## src/logic/acr_defines.svh

```systemverilog
`ifndef ACR_DEFINES_SVH
`define ACR_DEFINES_SVH

// ----------------------------------------------------------------
// register offsets on the serial port
// ----------------------------------------------------------------
`define ACR_OFS_IFSEL 7'h07
`define ACR_OFS_TSCLK 7'h0f
`define ACR_OFS_TCONV 7'h10
`define ACR_OFS_DLLAZ 7'h11
`define ACR_OFS_FUSE 7'h13
`define ACR_OFS_PAT0 7'h14
`define ACR_OFS_PAT1 7'h15
`define ACR_OFS_PAT2 7'h16
`define ACR_OFS_SCKA 7'h18
`define ACR_OFS_FRAME_CLOCK 7'h19
`define ACR_OFS_MAP 7'h1b
`define ACR_OFS_SKEW 7'h1e
`define ACR_OFS_OBUF 7'h1f
`define ACR_OFS_FPAT0 7'h20
`define ACR_OFS_FPAT1 7'h21
`define ACR_OFS_FPAT2 7'h22
`define ACR_OFS_DIG 7'h24

// ----------------------------------------------------------------
// writable bit masks, reserved bits stay zero
// ----------------------------------------------------------------
`define ACR_MSK_IFSEL 8'hef
`define ACR_MSK_TSCLK 8'h07
`define ACR_MSK_TCONV 8'h04
`define ACR_MSK_DLLAZ 8'h25
`define ACR_MSK_FUSE 8'h01
`define ACR_MSK_FULL 8'hff
`define ACR_MSK_PAT2 8'h1f
`define ACR_MSK_SCKA 8'h10
`define ACR_MSK_FRAME_CLOCK 8'h92
`define ACR_MSK_MAP 8'hf8
`define ACR_MSK_SKEW 8'h30
`define ACR_MSK_OBUF 8'hd8
`define ACR_MSK_FPAT2 8'hcf
`define ACR_MSK_DIG 8'h06
`define ACR_MSK_NONE 8'h00

// ----------------------------------------------------------------
// reset values
// ----------------------------------------------------------------
`define ACR_RST_ZERO 8'h00
`define ACR_RST_OBUF 8'h10
`define ACR_RST_FPAT0 8'h00
`define ACR_RST_FPAT1 8'hfc
`define ACR_RST_FPAT2 8'h0f
`define ACR_RST_DLLAZ_SLOW 8'h01
`define ACR_RST_DLLAZ_FAST 8'h00
`define ACR_RST_FPAT 20'hffc00

// ----------------------------------------------------------------
// bit positions and fields
// ----------------------------------------------------------------
`define ACR_B_TCONV 2
`define ACR_B_DLL 2
`define ACR_B_AZ 0
`define ACR_B_FUSE 0
`define ACR_B_IFEN 3
`define ACR_B_SCKA 4
`define ACR_B_SCKB 6
`define ACR_B_FSRC 7
`define ACR_B_FDIV 4
`define ACR_B_FEN 1
`define ACR_B_MAPEN 7
`define ACR_B_WIDE 6
`define ACR_B_DRV 4
`define ACR_B_X2 3
`define ACR_B_DIG 2
`define ACR_B_DDC 1
`define ACR_F_TSCLK 2:0
`define ACR_F_IFSEL 2:0
`define ACR_F_TPAT 4:2
`define ACR_F_PATHI 1:0
`define ACR_F_MRES 5:3
`define ACR_F_SKEW 5:4
`define ACR_F_FPATHI 3:0
`define ACR_F_SCR 7:6

// ----------------------------------------------------------------
// codes
// ----------------------------------------------------------------
`define ACR_TP_RAMP 3'h2
`define ACR_TP_CONST 3'h3
`define ACR_RES_16 3'h1
`define ACR_RES_14 3'h2
`define ACR_SCR_NONE 2'h0
`define ACR_MASK18 18'h3ffff
`define ACR_MASK16 18'h3fffc
`define ACR_MASK14 18'h3fff0
`define ACR_NATIVE_PAD 4'h0
`define ACR_WIDE_PAD 2'h0
`define ACR_RAMP_ZERO 18'h00000
`define ACR_FPAT_LAST 5'd19
`define ACR_FPOS_ZERO 5'd0
`define ACR_FPOS_ONE 5'd1
`define ACR_FRAME_CLOCK_PIN_IDX 0

// ----------------------------------------------------------------
// serial frame
// ----------------------------------------------------------------
`define ACR_SPI_LAST 4'd7
`define ACR_SPI_DONE 4'd8
`define ACR_SPI_ZERO 4'd0
`define ACR_SPI_ONE 4'd1
`define ACR_SPI_RD_BIT 6

`endif

```

## src/logic/acr_pkg.sv

```systemverilog
package acr_pkg;

  // serial port states
  typedef enum logic [2:0] {
    ACR_SPI_IDLE,
    ACR_SPI_HDR,
    ACR_SPI_RDAT,
    ACR_SPI_WDAT,
    ACR_SPI_WAIT
  } acr_spi_st_t;

  // effective configuration driven to the converter core
  typedef struct packed {
    logic [2:0] sensor_clock_sel;
    logic sensor_conversion_start;
    logic sample_delay_loop_off;
    logic half_period_sampling;
    logic autozero_enable;
    logic [2:0] output_interface_sel;
    logic serial_clock_in_enable;
    logic frame_clock_source;
    logic frame_clock_divide;
    logic frame_clock_output_enable;
    logic mapper_enable;
    logic wide_output_enable;
    logic [2:0] mapper_resolution;
    logic [1:0] data_clock_skew;
    logic data_clock_driver_enable;
    logic double_clock_mode;
    logic [19:0] frame_clock_pattern;
    logic [1:0] output_scramble_sel;
    logic digital_path_enable;
    logic decimator_enable;
  } acr_cfg_t;

endpackage

```

## src/logic/acr_spi_slave.sv

```systemverilog
`timescale 1ns/100ps
`include "acr_defines.svh"

module acr_spi_slave import acr_pkg::*; (
  // clock and reset
  input wire logic clk,
  input wire logic nrst,
  // serial pins
  input wire logic spi_sen_n,
  input wire logic spi_sclk,
  input wire logic spi_sdi,
  output logic spi_sdo,
  output logic spi_sdo_oe,
  // register side
  output logic wr_valid,
  output logic [6:0] wr_addr,
  output logic [7:0] wr_data,
  input wire logic [7:0] rd_data
);

  // ----------------------------------------------------------------
  // pin synchronisers
  // ----------------------------------------------------------------
  logic sen_s1, sen_s2, sclk_s1, sclk_s2, sclk_s3, sdi_s1, sdi_s2;
  acr_spi_st_t st_q;
  logic [3:0] cnt_q;
  logic [7:0] sh_q;
  wire logic sclk_rise;
  wire logic sclk_fall;
  wire logic [7:0] byte_in;

  // edges come from the second and third stages
  always_ff @(posedge clk) begin
    if (!nrst) begin
      {sen_s1, sen_s2} <= 2'h3;
      {sclk_s1, sclk_s2, sclk_s3} <= 3'h0;
      {sdi_s1, sdi_s2} <= 2'h0;
    end else begin
      {sen_s1, sen_s2} <= {spi_sen_n, sen_s1};
      {sclk_s1, sclk_s2, sclk_s3} <= {spi_sclk, sclk_s1, sclk_s2};
      {sdi_s1, sdi_s2} <= {spi_sdi, sdi_s1};
    end
  end

  assign sclk_rise = sclk_s2 & ~sclk_s3;
  assign sclk_fall = ~sclk_s2 & sclk_s3;
  assign byte_in = {sh_q[6:0], sdi_s2};

  // ----------------------------------------------------------------
  // frame engine: 8 header bits, then 8 data bits, msb first
  // ----------------------------------------------------------------
  always_ff @(posedge clk) begin
    if (!nrst) begin
      st_q <= ACR_SPI_IDLE;
      cnt_q <= `ACR_SPI_ZERO;
      sh_q <= 8'h00;
      wr_valid <= 1'b0;
      wr_addr <= 7'h00;
      wr_data <= 8'h00;
      spi_sdo <= 1'b0;
      spi_sdo_oe <= 1'b0;
    end else begin
      wr_valid <= 1'b0;
      if (sen_s2) begin
        // deselect aborts any frame, a partial write is dropped
        st_q <= ACR_SPI_IDLE;
        spi_sdo_oe <= 1'b0;
      end else begin
        case (st_q)
          ACR_SPI_IDLE: begin
            st_q <= ACR_SPI_HDR;
            cnt_q <= `ACR_SPI_ZERO;
          end
          ACR_SPI_HDR: begin
            if (sclk_rise) begin
              sh_q <= byte_in;
              cnt_q <= cnt_q + `ACR_SPI_ONE;
              if (cnt_q == `ACR_SPI_LAST) begin
                wr_addr <= byte_in[6:0];
                cnt_q <= `ACR_SPI_ZERO;
                st_q <= sh_q[`ACR_SPI_RD_BIT] ? ACR_SPI_RDAT : ACR_SPI_WDAT;
              end
            end
          end
          ACR_SPI_RDAT: begin
            // data leaves on falling edges, host samples on rising
            if (sclk_fall) begin
              spi_sdo_oe <= 1'b1;
              if (cnt_q == `ACR_SPI_ZERO) begin
                spi_sdo <= rd_data[7];
                sh_q <= {rd_data[6:0], 1'b0};
              end else begin
                spi_sdo <= sh_q[7];
                sh_q <= {sh_q[6:0], 1'b0};
              end
            end
            if (sclk_rise) begin
              cnt_q <= cnt_q + `ACR_SPI_ONE;
              if (cnt_q == `ACR_SPI_LAST) begin
                st_q <= ACR_SPI_WAIT;
              end
            end
          end
          ACR_SPI_WDAT: begin
            if (sclk_rise) begin
              sh_q <= byte_in;
              cnt_q <= cnt_q + `ACR_SPI_ONE;
              if (cnt_q == `ACR_SPI_LAST) begin
                wr_data <= byte_in;
                wr_valid <= 1'b1;
                st_q <= ACR_SPI_WAIT;
              end
            end
          end
          ACR_SPI_WAIT: begin
            st_q <= ACR_SPI_WAIT;
          end
          default: begin
            st_q <= ACR_SPI_IDLE;
          end
        endcase
      end
    end
  end

  // ----------------------------------------------------------------
  // checks
  // ----------------------------------------------------------------
  a_wr_single: assert property (@(posedge clk) disable iff (!nrst)
    wr_valid |=> !wr_valid)
    else $error("write strobe longer than one cycle");

endmodule

```

## src/logic/acr_config_regs.sv

```systemverilog
`timescale 1ns/100ps
`include "acr_defines.svh"


module acr_config_regs import acr_pkg::*; #(
  parameter bit FAST_VARIANT = 1'b0,
  parameter logic [2:0] DEFAULT_IF = 3'h0
) (
  // clock and reset
  input wire logic clk,
  input wire logic nrst,
  // serial programming port
  input wire logic spi_sen_n,
  input wire logic spi_sclk,
  input wire logic spi_sdi,
  output logic spi_sdo,
  output logic spi_sdo_oe,
  // converter samples
  input wire logic [13:0] adc_sample,
  input wire logic adc_valid,
  // configuration to the core
  output acr_cfg_t cfg_q,
  // output data path
  output logic [19:0] out_word_q,
  output logic out_valid_q,
  output logic frame_clock_q,
  output logic data_pin_q
);

  // ----------------------------------------------------------------
  // address decode helpers
  // ----------------------------------------------------------------
  function automatic logic [7:0] reg_mask(input logic [6:0] a);
    case (a)
      `ACR_OFS_IFSEL: reg_mask = `ACR_MSK_IFSEL;
      `ACR_OFS_TSCLK: reg_mask = `ACR_MSK_TSCLK;
      `ACR_OFS_TCONV: reg_mask = `ACR_MSK_TCONV;
      `ACR_OFS_DLLAZ: reg_mask = `ACR_MSK_DLLAZ;
      `ACR_OFS_FUSE: reg_mask = `ACR_MSK_FUSE;
      `ACR_OFS_PAT0: reg_mask = `ACR_MSK_FULL;
      `ACR_OFS_PAT1: reg_mask = `ACR_MSK_FULL;
      `ACR_OFS_PAT2: reg_mask = `ACR_MSK_PAT2;
      `ACR_OFS_SCKA: reg_mask = `ACR_MSK_SCKA;
      `ACR_OFS_FRAME_CLOCK: reg_mask = `ACR_MSK_FRAME_CLOCK;
      `ACR_OFS_MAP: reg_mask = `ACR_MSK_MAP;
      `ACR_OFS_SKEW: reg_mask = `ACR_MSK_SKEW;
      `ACR_OFS_OBUF: reg_mask = `ACR_MSK_OBUF;
      `ACR_OFS_FPAT0: reg_mask = `ACR_MSK_FULL;
      `ACR_OFS_FPAT1: reg_mask = `ACR_MSK_FULL;
      `ACR_OFS_FPAT2: reg_mask = `ACR_MSK_FPAT2;
      `ACR_OFS_DIG: reg_mask = `ACR_MSK_DIG;
      default: reg_mask = `ACR_MSK_NONE;
    endcase
  endfunction

  function automatic logic [7:0] reg_reset(input logic [6:0] a);
    case (a)
      // autozero default depends on the variant
      `ACR_OFS_DLLAZ: reg_reset = FAST_VARIANT ? `ACR_RST_DLLAZ_FAST
                                               : `ACR_RST_DLLAZ_SLOW;
      // data clock driver is on out of reset
      `ACR_OFS_OBUF: reg_reset = `ACR_RST_OBUF;
      `ACR_OFS_FPAT0: reg_reset = `ACR_RST_FPAT0;
      `ACR_OFS_FPAT1: reg_reset = `ACR_RST_FPAT1;
      `ACR_OFS_FPAT2: reg_reset = `ACR_RST_FPAT2;
      default: reg_reset = `ACR_RST_ZERO;
    endcase
  endfunction

  // the fuse path and its own trigger survive a fuse load
  function automatic logic keeps_on_fuse(input logic [6:0] a);
    keeps_on_fuse = (a == `ACR_OFS_IFSEL) || (a == `ACR_OFS_FUSE);
  endfunction

  // ----------------------------------------------------------------
  // serial port
  // ----------------------------------------------------------------
  logic wr_valid;
  logic [6:0] wr_addr;
  logic [7:0] wr_data;
  wire logic [7:0] rd_data;
  logic [7:0] regs_q [128];

  acr_spi_slave u_spi (
    .clk(clk),
    .nrst(nrst),
    .spi_sen_n(spi_sen_n),
    .spi_sclk(spi_sclk),
    .spi_sdi(spi_sdi),
    .spi_sdo(spi_sdo),
    .spi_sdo_oe(spi_sdo_oe),
    .wr_valid(wr_valid),
    .wr_addr(wr_addr),
    .wr_data(wr_data),
    .rd_data(rd_data)
  );

  // unmapped offsets hold zero, so a plain index answers them
  assign rd_data = regs_q[wr_addr];

  // ----------------------------------------------------------------
  // fuse load sequencing
  // ----------------------------------------------------------------
  logic fuse_prev_q;
  logic fuse_clear_q;
  logic [2:0] if_sel_q;
  wire logic fuse_bit;
  wire logic fuse_fall;

  assign fuse_bit = regs_q[`ACR_OFS_FUSE][`ACR_B_FUSE];
  // the load fires on the high-to-low step of the bit
  assign fuse_fall = fuse_prev_q & ~fuse_bit;

  always_ff @(posedge clk) begin
    if (!nrst) begin
      fuse_prev_q <= 1'b0;
      fuse_clear_q <= 1'b0;
      if_sel_q <= DEFAULT_IF;
    end else begin
      fuse_prev_q <= fuse_bit;
      fuse_clear_q <= fuse_fall;
      // a new interface only counts with change enable
      if (fuse_fall) begin
        if (regs_q[`ACR_OFS_IFSEL][`ACR_B_IFEN]) begin
          if_sel_q <= regs_q[`ACR_OFS_IFSEL][`ACR_F_IFSEL];
        end else begin
          if_sel_q <= DEFAULT_IF;
        end
      end
    end
  end

  // ----------------------------------------------------------------
  // register array
  // ----------------------------------------------------------------
  genvar gi;
  generate
    for (gi = 0; gi < 128; gi++) begin : g_reg
      wire logic hit;
      assign hit = wr_valid && (wr_addr == 7'(gi));
      // a fuse load clears, but a write landing with it wins
      always_ff @(posedge clk) begin
        if (!nrst) begin
          regs_q[gi] <= reg_reset(7'(gi));
        end else if (hit) begin
          regs_q[gi] <= wr_data & reg_mask(7'(gi));
        end else if (fuse_clear_q && !keeps_on_fuse(7'(gi))) begin
          regs_q[gi] <= reg_reset(7'(gi));
        end
      end
    end
  endgenerate

  // ----------------------------------------------------------------
  // configuration decode
  // ----------------------------------------------------------------
  acr_cfg_t cfg_d;
  wire logic dig_on;

  assign dig_on = regs_q[`ACR_OFS_DIG][`ACR_B_DIG];

  // sensor clock band code passes straight through
  assign cfg_d.sensor_clock_sel = regs_q[`ACR_OFS_TSCLK][`ACR_F_TSCLK];
  // measurement runs while the bit is set
  assign cfg_d.sensor_conversion_start =
    regs_q[`ACR_OFS_TCONV][`ACR_B_TCONV];
  // delay loop only exists on the fast variant
  assign cfg_d.sample_delay_loop_off =
    FAST_VARIANT & regs_q[`ACR_OFS_DLLAZ][`ACR_B_DLL];
  assign cfg_d.half_period_sampling =
    FAST_VARIANT & regs_q[`ACR_OFS_DLLAZ][`ACR_B_DLL];
  assign cfg_d.autozero_enable = regs_q[`ACR_OFS_DLLAZ][`ACR_B_AZ];
  assign cfg_d.output_interface_sel = if_sel_q;
  assign cfg_d.serial_clock_in_enable =
    regs_q[`ACR_OFS_SCKA][`ACR_B_SCKA] & regs_q[`ACR_OFS_OBUF][`ACR_B_SCKB];
  // 0 from converter, 1 from decimator
  assign cfg_d.frame_clock_source = regs_q[`ACR_OFS_FRAME_CLOCK][`ACR_B_FSRC];
  // divide bit is forwarded as programmed
  assign cfg_d.frame_clock_divide = regs_q[`ACR_OFS_FRAME_CLOCK][`ACR_B_FDIV];
  assign cfg_d.frame_clock_output_enable =
    regs_q[`ACR_OFS_FRAME_CLOCK][`ACR_B_FEN];
  assign cfg_d.mapper_enable = regs_q[`ACR_OFS_MAP][`ACR_B_MAPEN];
  assign cfg_d.wide_output_enable = regs_q[`ACR_OFS_MAP][`ACR_B_WIDE];
  assign cfg_d.mapper_resolution = regs_q[`ACR_OFS_MAP][`ACR_F_MRES];
  // skew code goes to the output clock delay line
  assign cfg_d.data_clock_skew = regs_q[`ACR_OFS_SKEW][`ACR_F_SKEW];
  assign cfg_d.data_clock_driver_enable =
    regs_q[`ACR_OFS_OBUF][`ACR_B_DRV];
  // serializer uses both clock edges when set
  assign cfg_d.double_clock_mode = regs_q[`ACR_OFS_OBUF][`ACR_B_X2];
  assign cfg_d.frame_clock_pattern = {
    regs_q[`ACR_OFS_FPAT2][`ACR_F_FPATHI],
    regs_q[`ACR_OFS_FPAT1],
    regs_q[`ACR_OFS_FPAT0]};
  // scrambling only exists inside the feature path
  assign cfg_d.output_scramble_sel = dig_on ?
    regs_q[`ACR_OFS_FPAT2][`ACR_F_SCR] : `ACR_SCR_NONE;
  assign cfg_d.digital_path_enable = dig_on;
  // decimator needs the feature path too
  assign cfg_d.decimator_enable = dig_on & regs_q[`ACR_OFS_DIG][`ACR_B_DDC];

  // registered so every core control comes from a flop
  always_ff @(posedge clk) begin
    if (!nrst) begin
      cfg_q <= '0;
    end else begin
      cfg_q <= cfg_d;
    end
  end

  // ----------------------------------------------------------------
  // test pattern and bit mapper
  // ----------------------------------------------------------------
  logic [17:0] ramp_q;
  logic [4:0] fpos_q;
  wire logic [17:0] pat_word;
  wire logic [17:0] sample_word;
  wire logic [17:0] src_word;
  wire logic [17:0] map_mask;
  wire logic [17:0] mapped;
  wire logic [19:0] out_d;
  wire logic [2:0] tp_sel;
  wire logic mapper_on;
  wire logic frame_bit;

  assign pat_word = {regs_q[`ACR_OFS_PAT2][`ACR_F_PATHI],
                     regs_q[`ACR_OFS_PAT1], regs_q[`ACR_OFS_PAT0]};
  assign tp_sel = regs_q[`ACR_OFS_PAT2][`ACR_F_TPAT];
  // native 14-bit sample sits at the msb end
  assign sample_word = {adc_sample, `ACR_NATIVE_PAD};
  // unused codes fall back to normal data
  assign src_word = (tp_sel == `ACR_TP_CONST) ? pat_word :
                    (tp_sel == `ACR_TP_RAMP) ? ramp_q : sample_word;
  // mapper changes width only while the decimator is off
  assign mapper_on = cfg_q.mapper_enable & ~cfg_q.decimator_enable;
  assign map_mask = !mapper_on ? `ACR_MASK14 :
    (cfg_q.mapper_resolution == `ACR_RES_16) ? `ACR_MASK16 :
    (cfg_q.mapper_resolution == `ACR_RES_14) ? `ACR_MASK14 : `ACR_MASK18;
  assign mapped = src_word & map_mask;
  // wide mode left-justifies into 20 bits
  assign out_d = cfg_q.wide_output_enable ? {mapped, `ACR_WIDE_PAD}
                                          : {`ACR_WIDE_PAD, mapped};
  assign frame_bit = cfg_q.frame_clock_pattern[fpos_q];

  // ramp restarts from zero whenever it is not selected
  always_ff @(posedge clk) begin
    if (!nrst) begin
      ramp_q <= `ACR_RAMP_ZERO;
    end else if (tp_sel != `ACR_TP_RAMP) begin
      ramp_q <= `ACR_RAMP_ZERO;
    end else if (adc_valid) begin
      // step size is the pattern word
      ramp_q <= ramp_q + pat_word;
    end
  end

  // frame pattern walks one bit per sample
  always_ff @(posedge clk) begin
    if (!nrst) begin
      fpos_q <= `ACR_FPOS_ZERO;
    end else if (adc_valid) begin
      fpos_q <= (fpos_q == `ACR_FPAT_LAST) ? `ACR_FPOS_ZERO
                                           : fpos_q + `ACR_FPOS_ONE;
    end
  end

  // output flops
  always_ff @(posedge clk) begin
    if (!nrst) begin
      out_word_q <= '0;
      out_valid_q <= 1'b0;
      frame_clock_q <= 1'b0;
      data_pin_q <= 1'b0;
    end else begin
      out_valid_q <= adc_valid;
      if (adc_valid) begin
        out_word_q <= out_d;
        frame_clock_q <= frame_bit;
        // shared pin carries frame clock or a data bit
        data_pin_q <= cfg_q.frame_clock_output_enable ?
                      frame_bit : out_d[`ACR_FRAME_CLOCK_PIN_IDX];
      end
    end
  end

  // ----------------------------------------------------------------
  // checks
  // ----------------------------------------------------------------
  a_fuse_discard: assert property (@(posedge clk) disable iff (!nrst)
    fuse_clear_q && !wr_valid |=> regs_q[`ACR_OFS_DIG] == `ACR_RST_ZERO)
    else $error("fuse load kept an earlier write");

  a_if_change_gate: assert property (@(posedge clk) disable iff (!nrst)
    fuse_fall && !regs_q[`ACR_OFS_IFSEL][`ACR_B_IFEN] |=>
    if_sel_q == DEFAULT_IF)
    else $error("interface changed without change enable");

  a_sclk_in_both: assert property (@(posedge clk) disable iff (!nrst)
    !regs_q[`ACR_OFS_SCKA][`ACR_B_SCKA] [*2] |->
    !cfg_q.serial_clock_in_enable)
    else $error("serial clock input on with one enable");

  // checked one cycle on, so the very first edge never sees unset flops
  a_drv_reset: assert property (@(posedge clk)
    !nrst |=> regs_q[`ACR_OFS_OBUF] == `ACR_RST_OBUF)
    else $error("driver enable not set after reset");

  a_fpat_reset: assert property (@(posedge clk) disable iff (!nrst)
    $rose(nrst) |=> cfg_q.frame_clock_pattern == `ACR_RST_FPAT)
    else $error("frame pattern reset value wrong");

  a_ramp_step: assert property (@(posedge clk) disable iff (!nrst)
    tp_sel == `ACR_TP_RAMP && adc_valid && $stable(tp_sel)
    ##1 tp_sel == `ACR_TP_RAMP |-> ramp_q == $past(ramp_q) + $past(pat_word))
    else $error("ramp did not step by pattern word");

  a_const_word: assert property (@(posedge clk) disable iff (!nrst)
    adc_valid && tp_sel == `ACR_TP_CONST && !mapper_on &&
    !cfg_q.wide_output_enable |=>
    out_word_q == {`ACR_WIDE_PAD, $past(pat_word) & `ACR_MASK14})
    else $error("constant pattern not on output");

  a_dig_bypass: assert property (@(posedge clk) disable iff (!nrst)
    !dig_on |=> cfg_q.output_scramble_sel == `ACR_SCR_NONE &&
    !cfg_q.decimator_enable)
    else $error("feature path active while bypassed");

  a_frame_pin: assert property (@(posedge clk) disable iff (!nrst)
    adc_valid && cfg_q.frame_clock_output_enable |=>
    data_pin_q == frame_clock_q)
    else $error("frame clock missing from shared pin");

endmodule

```

## config.mk

```make
export PLATFORM = sky130hd
export DESIGN_NAME = acr_config_regs
export DESIGN_NICKNAME = d
export VERILOG_FILES = /design/src/logic/acr_pkg.sv /design/src/logic/acr_spi_slave.sv /design/src/logic/acr_config_regs.sv
export VERILOG_INCLUDE_DIRS = /design/src /design/src/logic
export SDC_FILE = /design/constraint.sdc
export NUM_CORES = 1
export LEC_CHECK = 0
export BUFFER_PORTS_ARGS = -buffer_cell sky130_fd_sc_hd__buf_4
export CAP_MARGIN = 25
export CORE_MARGIN = 5
export CORE_UTILIZATION = 50
export CTS_BUF_LIST = sky130_fd_sc_hd__clkbuf_4 sky130_fd_sc_hd__clkbuf_8 sky130_fd_sc_hd__clkbuf_16
export DETAILED_ROUTE_END_ITERATION = 12
export GPL_ROUTABILITY_DRIVEN = 0
export PLACE_DENSITY = 0.78
export SYNTH_ARGS = -nofsm -noshare
export SYNTH_HDL_FRONTEND = slang
export SYNTH_SLANG_ARGS = --single-unit
```

## constraint.sdc

```tcl
create_clock -name clk -period 2.35 [get_ports clk]
set_input_delay 0.3525 -clock clk [delete_from_list [all_inputs] [get_ports clk]]
set_output_delay 0.3525 -clock clk [all_outputs]
set_load 0.1 [all_outputs]
```

### Word-level counts from Yosys, hierarchy flattened

Memories as Yosys holds them, arrays and structs flattened. A register that Yosys moved wholly into a read port is not among the register bits.
Cells that the tools add are included.

* bits in writable memories: 1024
* word-level logic and storage cells: 1653
* bits of input ports: 20
* output and inout port bits: 72
* flip-flop bits (word level): 123
* bits in latches: 0
* memories: 1
* memory bits (read-only): 0

* divide/modulo/power cells: 0
* multiply operators: 0
* eq/ne operators: 144
* muxes and demuxes: 1047
* magnitude comparators: 1
* shift-type cells: 0
* bitwise gates (word level): 269
* add/subtract/negate cells: 3
* reductions and logical operators: 154

Memories
* regs_q: depth 128, bits a word 8, rd ports 18, clocked after memory_dff 9, write ports 128, RTL line acr_config_regs.sv:82 `logic [7:0] regs_q [128];`

Operator list (number)
* 8-bit 2-to-1 mux: 257
* 1-bit 2-to-1 mux: 769
* 7-bit == test (second input constant): 64
* 1-bit bitwise OR: 254
* 7-bit by 6-bit == test with 1-bit output (second input constant): 32
* 1-bit logical AND: 128
* 7-bit by 5-bit == test with 1-bit output (second input constant): 16
* 7-bit by 4-bit == test with 1-bit output (second input constant): 8
* 18-bit 2-to-1 mux: 2
* 7-bit by 3-bit == test with 1-bit output (second input constant): 4
* 4-bit 2-to-1 mux: 6
* 20-bit 2-to-1 mux: 1
* 4-bit AND reduction: 5
* 18-bit adder: 1
* 18-bit bitwise AND: 1
* 8-bit one-hot mux with 2 select lines: 1
* 3-bit by 2-bit == test with 1-bit output (second input constant): 5
* 3-bit 2-to-1 mux: 5
* 7-bit by 2-bit == test with 1-bit output (second input constant): 2
* 7-bit 2-to-1 mux: 2
* 2-bit by 1-bit != test with 1-bit output (second input constant): 6
* 3-bit one-hot mux with 4 select lines: 1
* 4-bit one-hot mux with 3 select lines: 1
* 1-bit zero test: 8
* other kinds (22): 39

### Longest topological paths before layout

* depth in word-level cells: 7
* mapped depth: 9
* gate-level depth less buffers: 9

### Cells and area by module

Synthesis repeated with hierarchy kept, for this count alone.

* cells, all modules: 1027
* area total of the unflattened synthesis: 9970.8 um^2

By module, submodules not included
* acr_config_regs: area each 8348.0 um^2, instances 1, seq. area each 4174.0 um^2, cells each 852
* acr_spi_slave: area each 1622.8 um^2, instances 1, seq. area each 800.8 um^2, cells each 175

### Worst setup path before layout

No wires, ideal clock.

* path type: register to register
* from: memory regs_q[20][7]
* to: register ramp_q[16]
* stages on the path, launching flop included: 9
* library setup time: 0.087 ns
* required time: 2.263 ns
* clock period less this slack: 2.109 ns
* buffers on the path: 1
* setup slack: 0.241 ns
* data arrival time: 2.022 ns
* cells stage by stage: edfxtp_1 ha_1 buf_6 a21o_1 a221o_1 a21oi_2 a21oi_2 o31a_1 o31ai_1

RTL lines
* start: declaration: RTL line acr_config_regs.sv:82
* end signal: assignment: RTL line acr_config_regs.sv:248 `` ramp_q <= `ACR_RAMP_ZERO; ``
* end signal: assignment: RTL line acr_config_regs.sv:250 `` ramp_q <= `ACR_RAMP_ZERO; ``
* end signal: assignment: RTL line acr_config_regs.sv:253 `ramp_q <= ramp_q + pat_word;`
* end: declaration: RTL line acr_config_regs.sv:214 `logic [17:0] ramp_q;`

==> summary.txt <==
Floorplan
  – Die Ht: 152 µm
  – Die ar.: 23300 µm²
  – Core Box Area: 20100 µm²
  – Starting Density: 50.5%
  – I/O pins: 92
  – DIE WIDTH: 152 µm
  – Num rows: 52

Timing
  – Fmax: 440 MHz
  – Pins Over Slew Limit: 0
  – Worst Skew: 0.0194 ns
  – Final Hold Viols: 0
  – Slew HR: 42.0%
  – Unrepaired setup endpoints after global routing: yes
  – Period utilisation layout: 96.7%
  – Least-Margin Pin Slew: 0.868 ns
  – Endpoints failing setup: 0
  – Final min period: 2.27 ns

Logic synthesis
  – Post-synth top area share: 28.2%
  – Main area contributors after synthesis: dfxtp_1, edfxtp_1, mux2i_1, nor2_1, and2_1
  – Post-synthesis area per instance: 9.86 µm²
  – Asr flop ratio synth: 0%
  – Post-synthesis sequential area ratio: 50.4%
  – Post-synthesis sequential element count: 218
  – Mapped Area: 10200 µm²
  – Post-synth EDFFs: 75
  – Post-Syn Instances: 1030
  – Ys Warns: 0
  – Synth Flop Type: dfxtp_1
  – Unique masters post-synth: 74
  – Post-synth top area cell: dfxtp_1

Clock network
  – Clk sink count: 218
  – Skew-Pair Late Insertion Delay: 0.52 ns
  – CTS clk-pin slew, worst paths: 0.06 ns
  – Clock Path Buffers: 3
  – Post-CTS Hold Buffers: 0
  – CTS H-tree lvls: 1
  – CTS Buf Count: 24
  – Root buffer cell: clkbuf_16
  – CTS tree: done

Detailed routing
  – Vias per cell: 5.80
  – Detail Route Antenna Nets: 0
  – Detailed Routing Iterations Pass 1: 5
  – Iteration-0 DRC Markers: 794
  – Routed length per instance: 19.2 µm
  – Residual DRC: 0
  – WL final: 27000 µm
  – Vias: 8166

GRT
  – Grt ovf: 0
  – Pin count of the biggest net entering global routing: 51
  – Total track usage: 22.3%
  – Initial antenna violation count: 0
  – Number of global-route vias before repair: 7822
  – First-pass GRT wire length: 42500 µm

Finish
  – Area Overhead vs Synth: 18.8%
  – # fillers: 1646
  – Nets: 1162
  – Share of cells above drive strength 1: 18.3%
  – Design Area, Final: 12100 µm²
  – N_diodes: 0
  – Layout Cells excl Fill: 1409

Setup path
  – Endpoint class of the critical path: register
  – Worst Path Max Fanout: 3
  – WP buf/inv: 1
  – CP top delay family: compound AO/OA/AOI/OAI gates
  – Worst EP arrival: 2.70 ns
  – CP Cell Sequence: ha_1 -> inv_1 -> fa_2 -> nor2b_2 -> o2111ai_1 -> a311o_2 -> a21oi_1 -> nor3_1 -> o31ai_1
  – CP Launch Type: register
  – Crit path max-delay cell type: a311o_2
  – WP data required: 2.78 ns
  – Worst path max stage delay: 0.45 ns
  – Critical setup path kind: register to register

Placement
  – Post-DP HPWL: 19500 µm
  – PortBufs: 89
  – Post-Place Cell Area: 11200 µm²
  – Placed insts: 1364

Worst hold path
  – Hold Path Class: input pin to register

Outcome
  – Run status: finished, final reports clean

Pwr
  – Post-layout power: 9.02 mW
  – Pleak: 4.59 nW
  – Worst vdd ir: 0.000596 V
  – Power Density: 748 nW/µm²

Flow run
  – Max-Cap Viols: 0
## layout make-up
type                    count  area [µm²]  area share [%]
clock buffers              30         687            5.70
clock inverters            14         183            1.51
inverters                  16        60.1           0.498
multi-input cells         735        4720            39.1
flip-flops and latches    218        5110            42.4
well taps                 270         338            2.80
repair buffers            126         958            7.95
## metrics by stage
| stage | TNS (ns) | setup WS [ns] | util [%] | hold slack, ns |
|---|---|---|---|---|
| after floorplan | 0 | 0.241 | - | 0.386 |
| after global placement | 0 | 0.0888 | 55.5 | 0.390 |
| after detailed placement | -0.00241 | -0.00241 | 55.5 | 0.397 |
| after CTS | 0 | 0.0314 | 59.8 | 0.0174 |
| after global routing | -0.00765 | -0.00765 | 60.0 | 0.0355 |
| final | 0 | 0.0787 | 60.0 | 0.0302 |
## worst paths after layout
path | startpoint | to | slack, ns | cells after the start
hold reg to reg | u_spi.sen_s1 | u_spi.sen_s2 | 0.41 | 1
setup / recovery | regs_q[20][0] | ramp_q[14] | 0.08 | 9
setup reg to reg | regs_q[20][0] | ramp_q[14] | 0.08 | 9
hold / removal | spi_sen_n | u_spi.sen_s1 | 0.03 | 2
## cell usage after synthesis, types with 4 or more instances
master,number
mux2_2,13
nand4_1,9
a211oi_1,19
o21a_1,7
nand2b_1,15
o221ai_1,4
dfxtp_1,143
ha_1,20
xnor2_1,11
edfxtp_1,75
o21ai_0,41
a31oi_1,10
buf_4,5
nor2b_1,19
mux4_2,5
or3_1,11
inv_1,13
clkbuf_1,42
nand2_1,71
nor2_1,133
nand3b_1,4
a21oi_1,54
nor3_1,22
nor4_1,4
buf_2,9
and2_1,78
nand3_1,27
a32oi_1,4
mux2i_1,66
and3_1,16
a21o_1,7
## layout by cell type, fill, tap and decap left out, drive strengths merged, types with 4 or more instances in the layout
cell type / count
dfxtp: 143
nor2: 134
buf: 126
and2: 78
edfxtp: 75
nand2: 72
mux2i: 66
a21oi: 56
o21ai: 42
clkbuf: 30
nand3: 27
nor3: 23
a211oi: 20
ha: 20
nor2b: 19
and3: 16
nand2b: 15
inv: 15
mux2: 13
or3: 11
xnor2: 11
a31oi: 10
nand4: 9
clkinv: 8
o21a: 7
a21o: 7
mux4: 5
nor4: 5
nand3b: 4
a32oi: 4
bufinv: 4
o221ai: 4
nor3b: 4
## power by group
part	leakage, nW	total [mW]	switching [mW]	internal, mW
Sequential	1.91	4.09	0.0874	4.00
Clock	0.422	4.05	1.53	2.52
Combinational	2.26	0.879	0.647	0.232
Total	4.59	9.02	2.26	6.76
## sequential cells by signal, indices dropped and copies added, names as in the netlist, 3 cells and up, named ones only
signal	flops
u_spi.wr_addr	7
if_sel_q	3
u_spi.cnt_q	4
regs_q	75
ramp_q	18
fpos_q	5
u_spi.sh_q	8
out_word_q	20
u_spi.st_q	3
cfg_q	45
u_spi.wr_data	8
## cells by family (layout without fill, tap and decap cells)
family | Yosys count | count (layout) | share of synthesized area [%]
AOI/OAI and AO/OA | 188 | 188 | 12.1
xor gates and xnor gates | 14 | 14 | 1.21
adders and majority gates | 21 | 21 | 2.66
buffers and inverters | 78 | 186 | 3.44
DFF | 218 | 218 | 50.4
muxes | 84 | 84 | 9.06
other | 1 | 2 | 0.0369
and+or+nand+nor | 426 | 426 | 21.1
## repair_timing
item | 4_1_cts | 5_1_grt
gates resized for setup | 0 | 7
cloned | 0 | 0
buffers inserted | 1 | 0
pin swaps | 1 | 4
endpoints found under the setup margin | 2 | 4
## metal layers
metal	vias to the layer above	wire length [µm]	GRT usage [%]
met3	54	2170	3.72
met5	-	0	0
met2	346	12700	37.2
li1	3844	-	-
met4	0	713	5.90
met1	3922	11400	30.3
(Power assumes the default switching activity.)
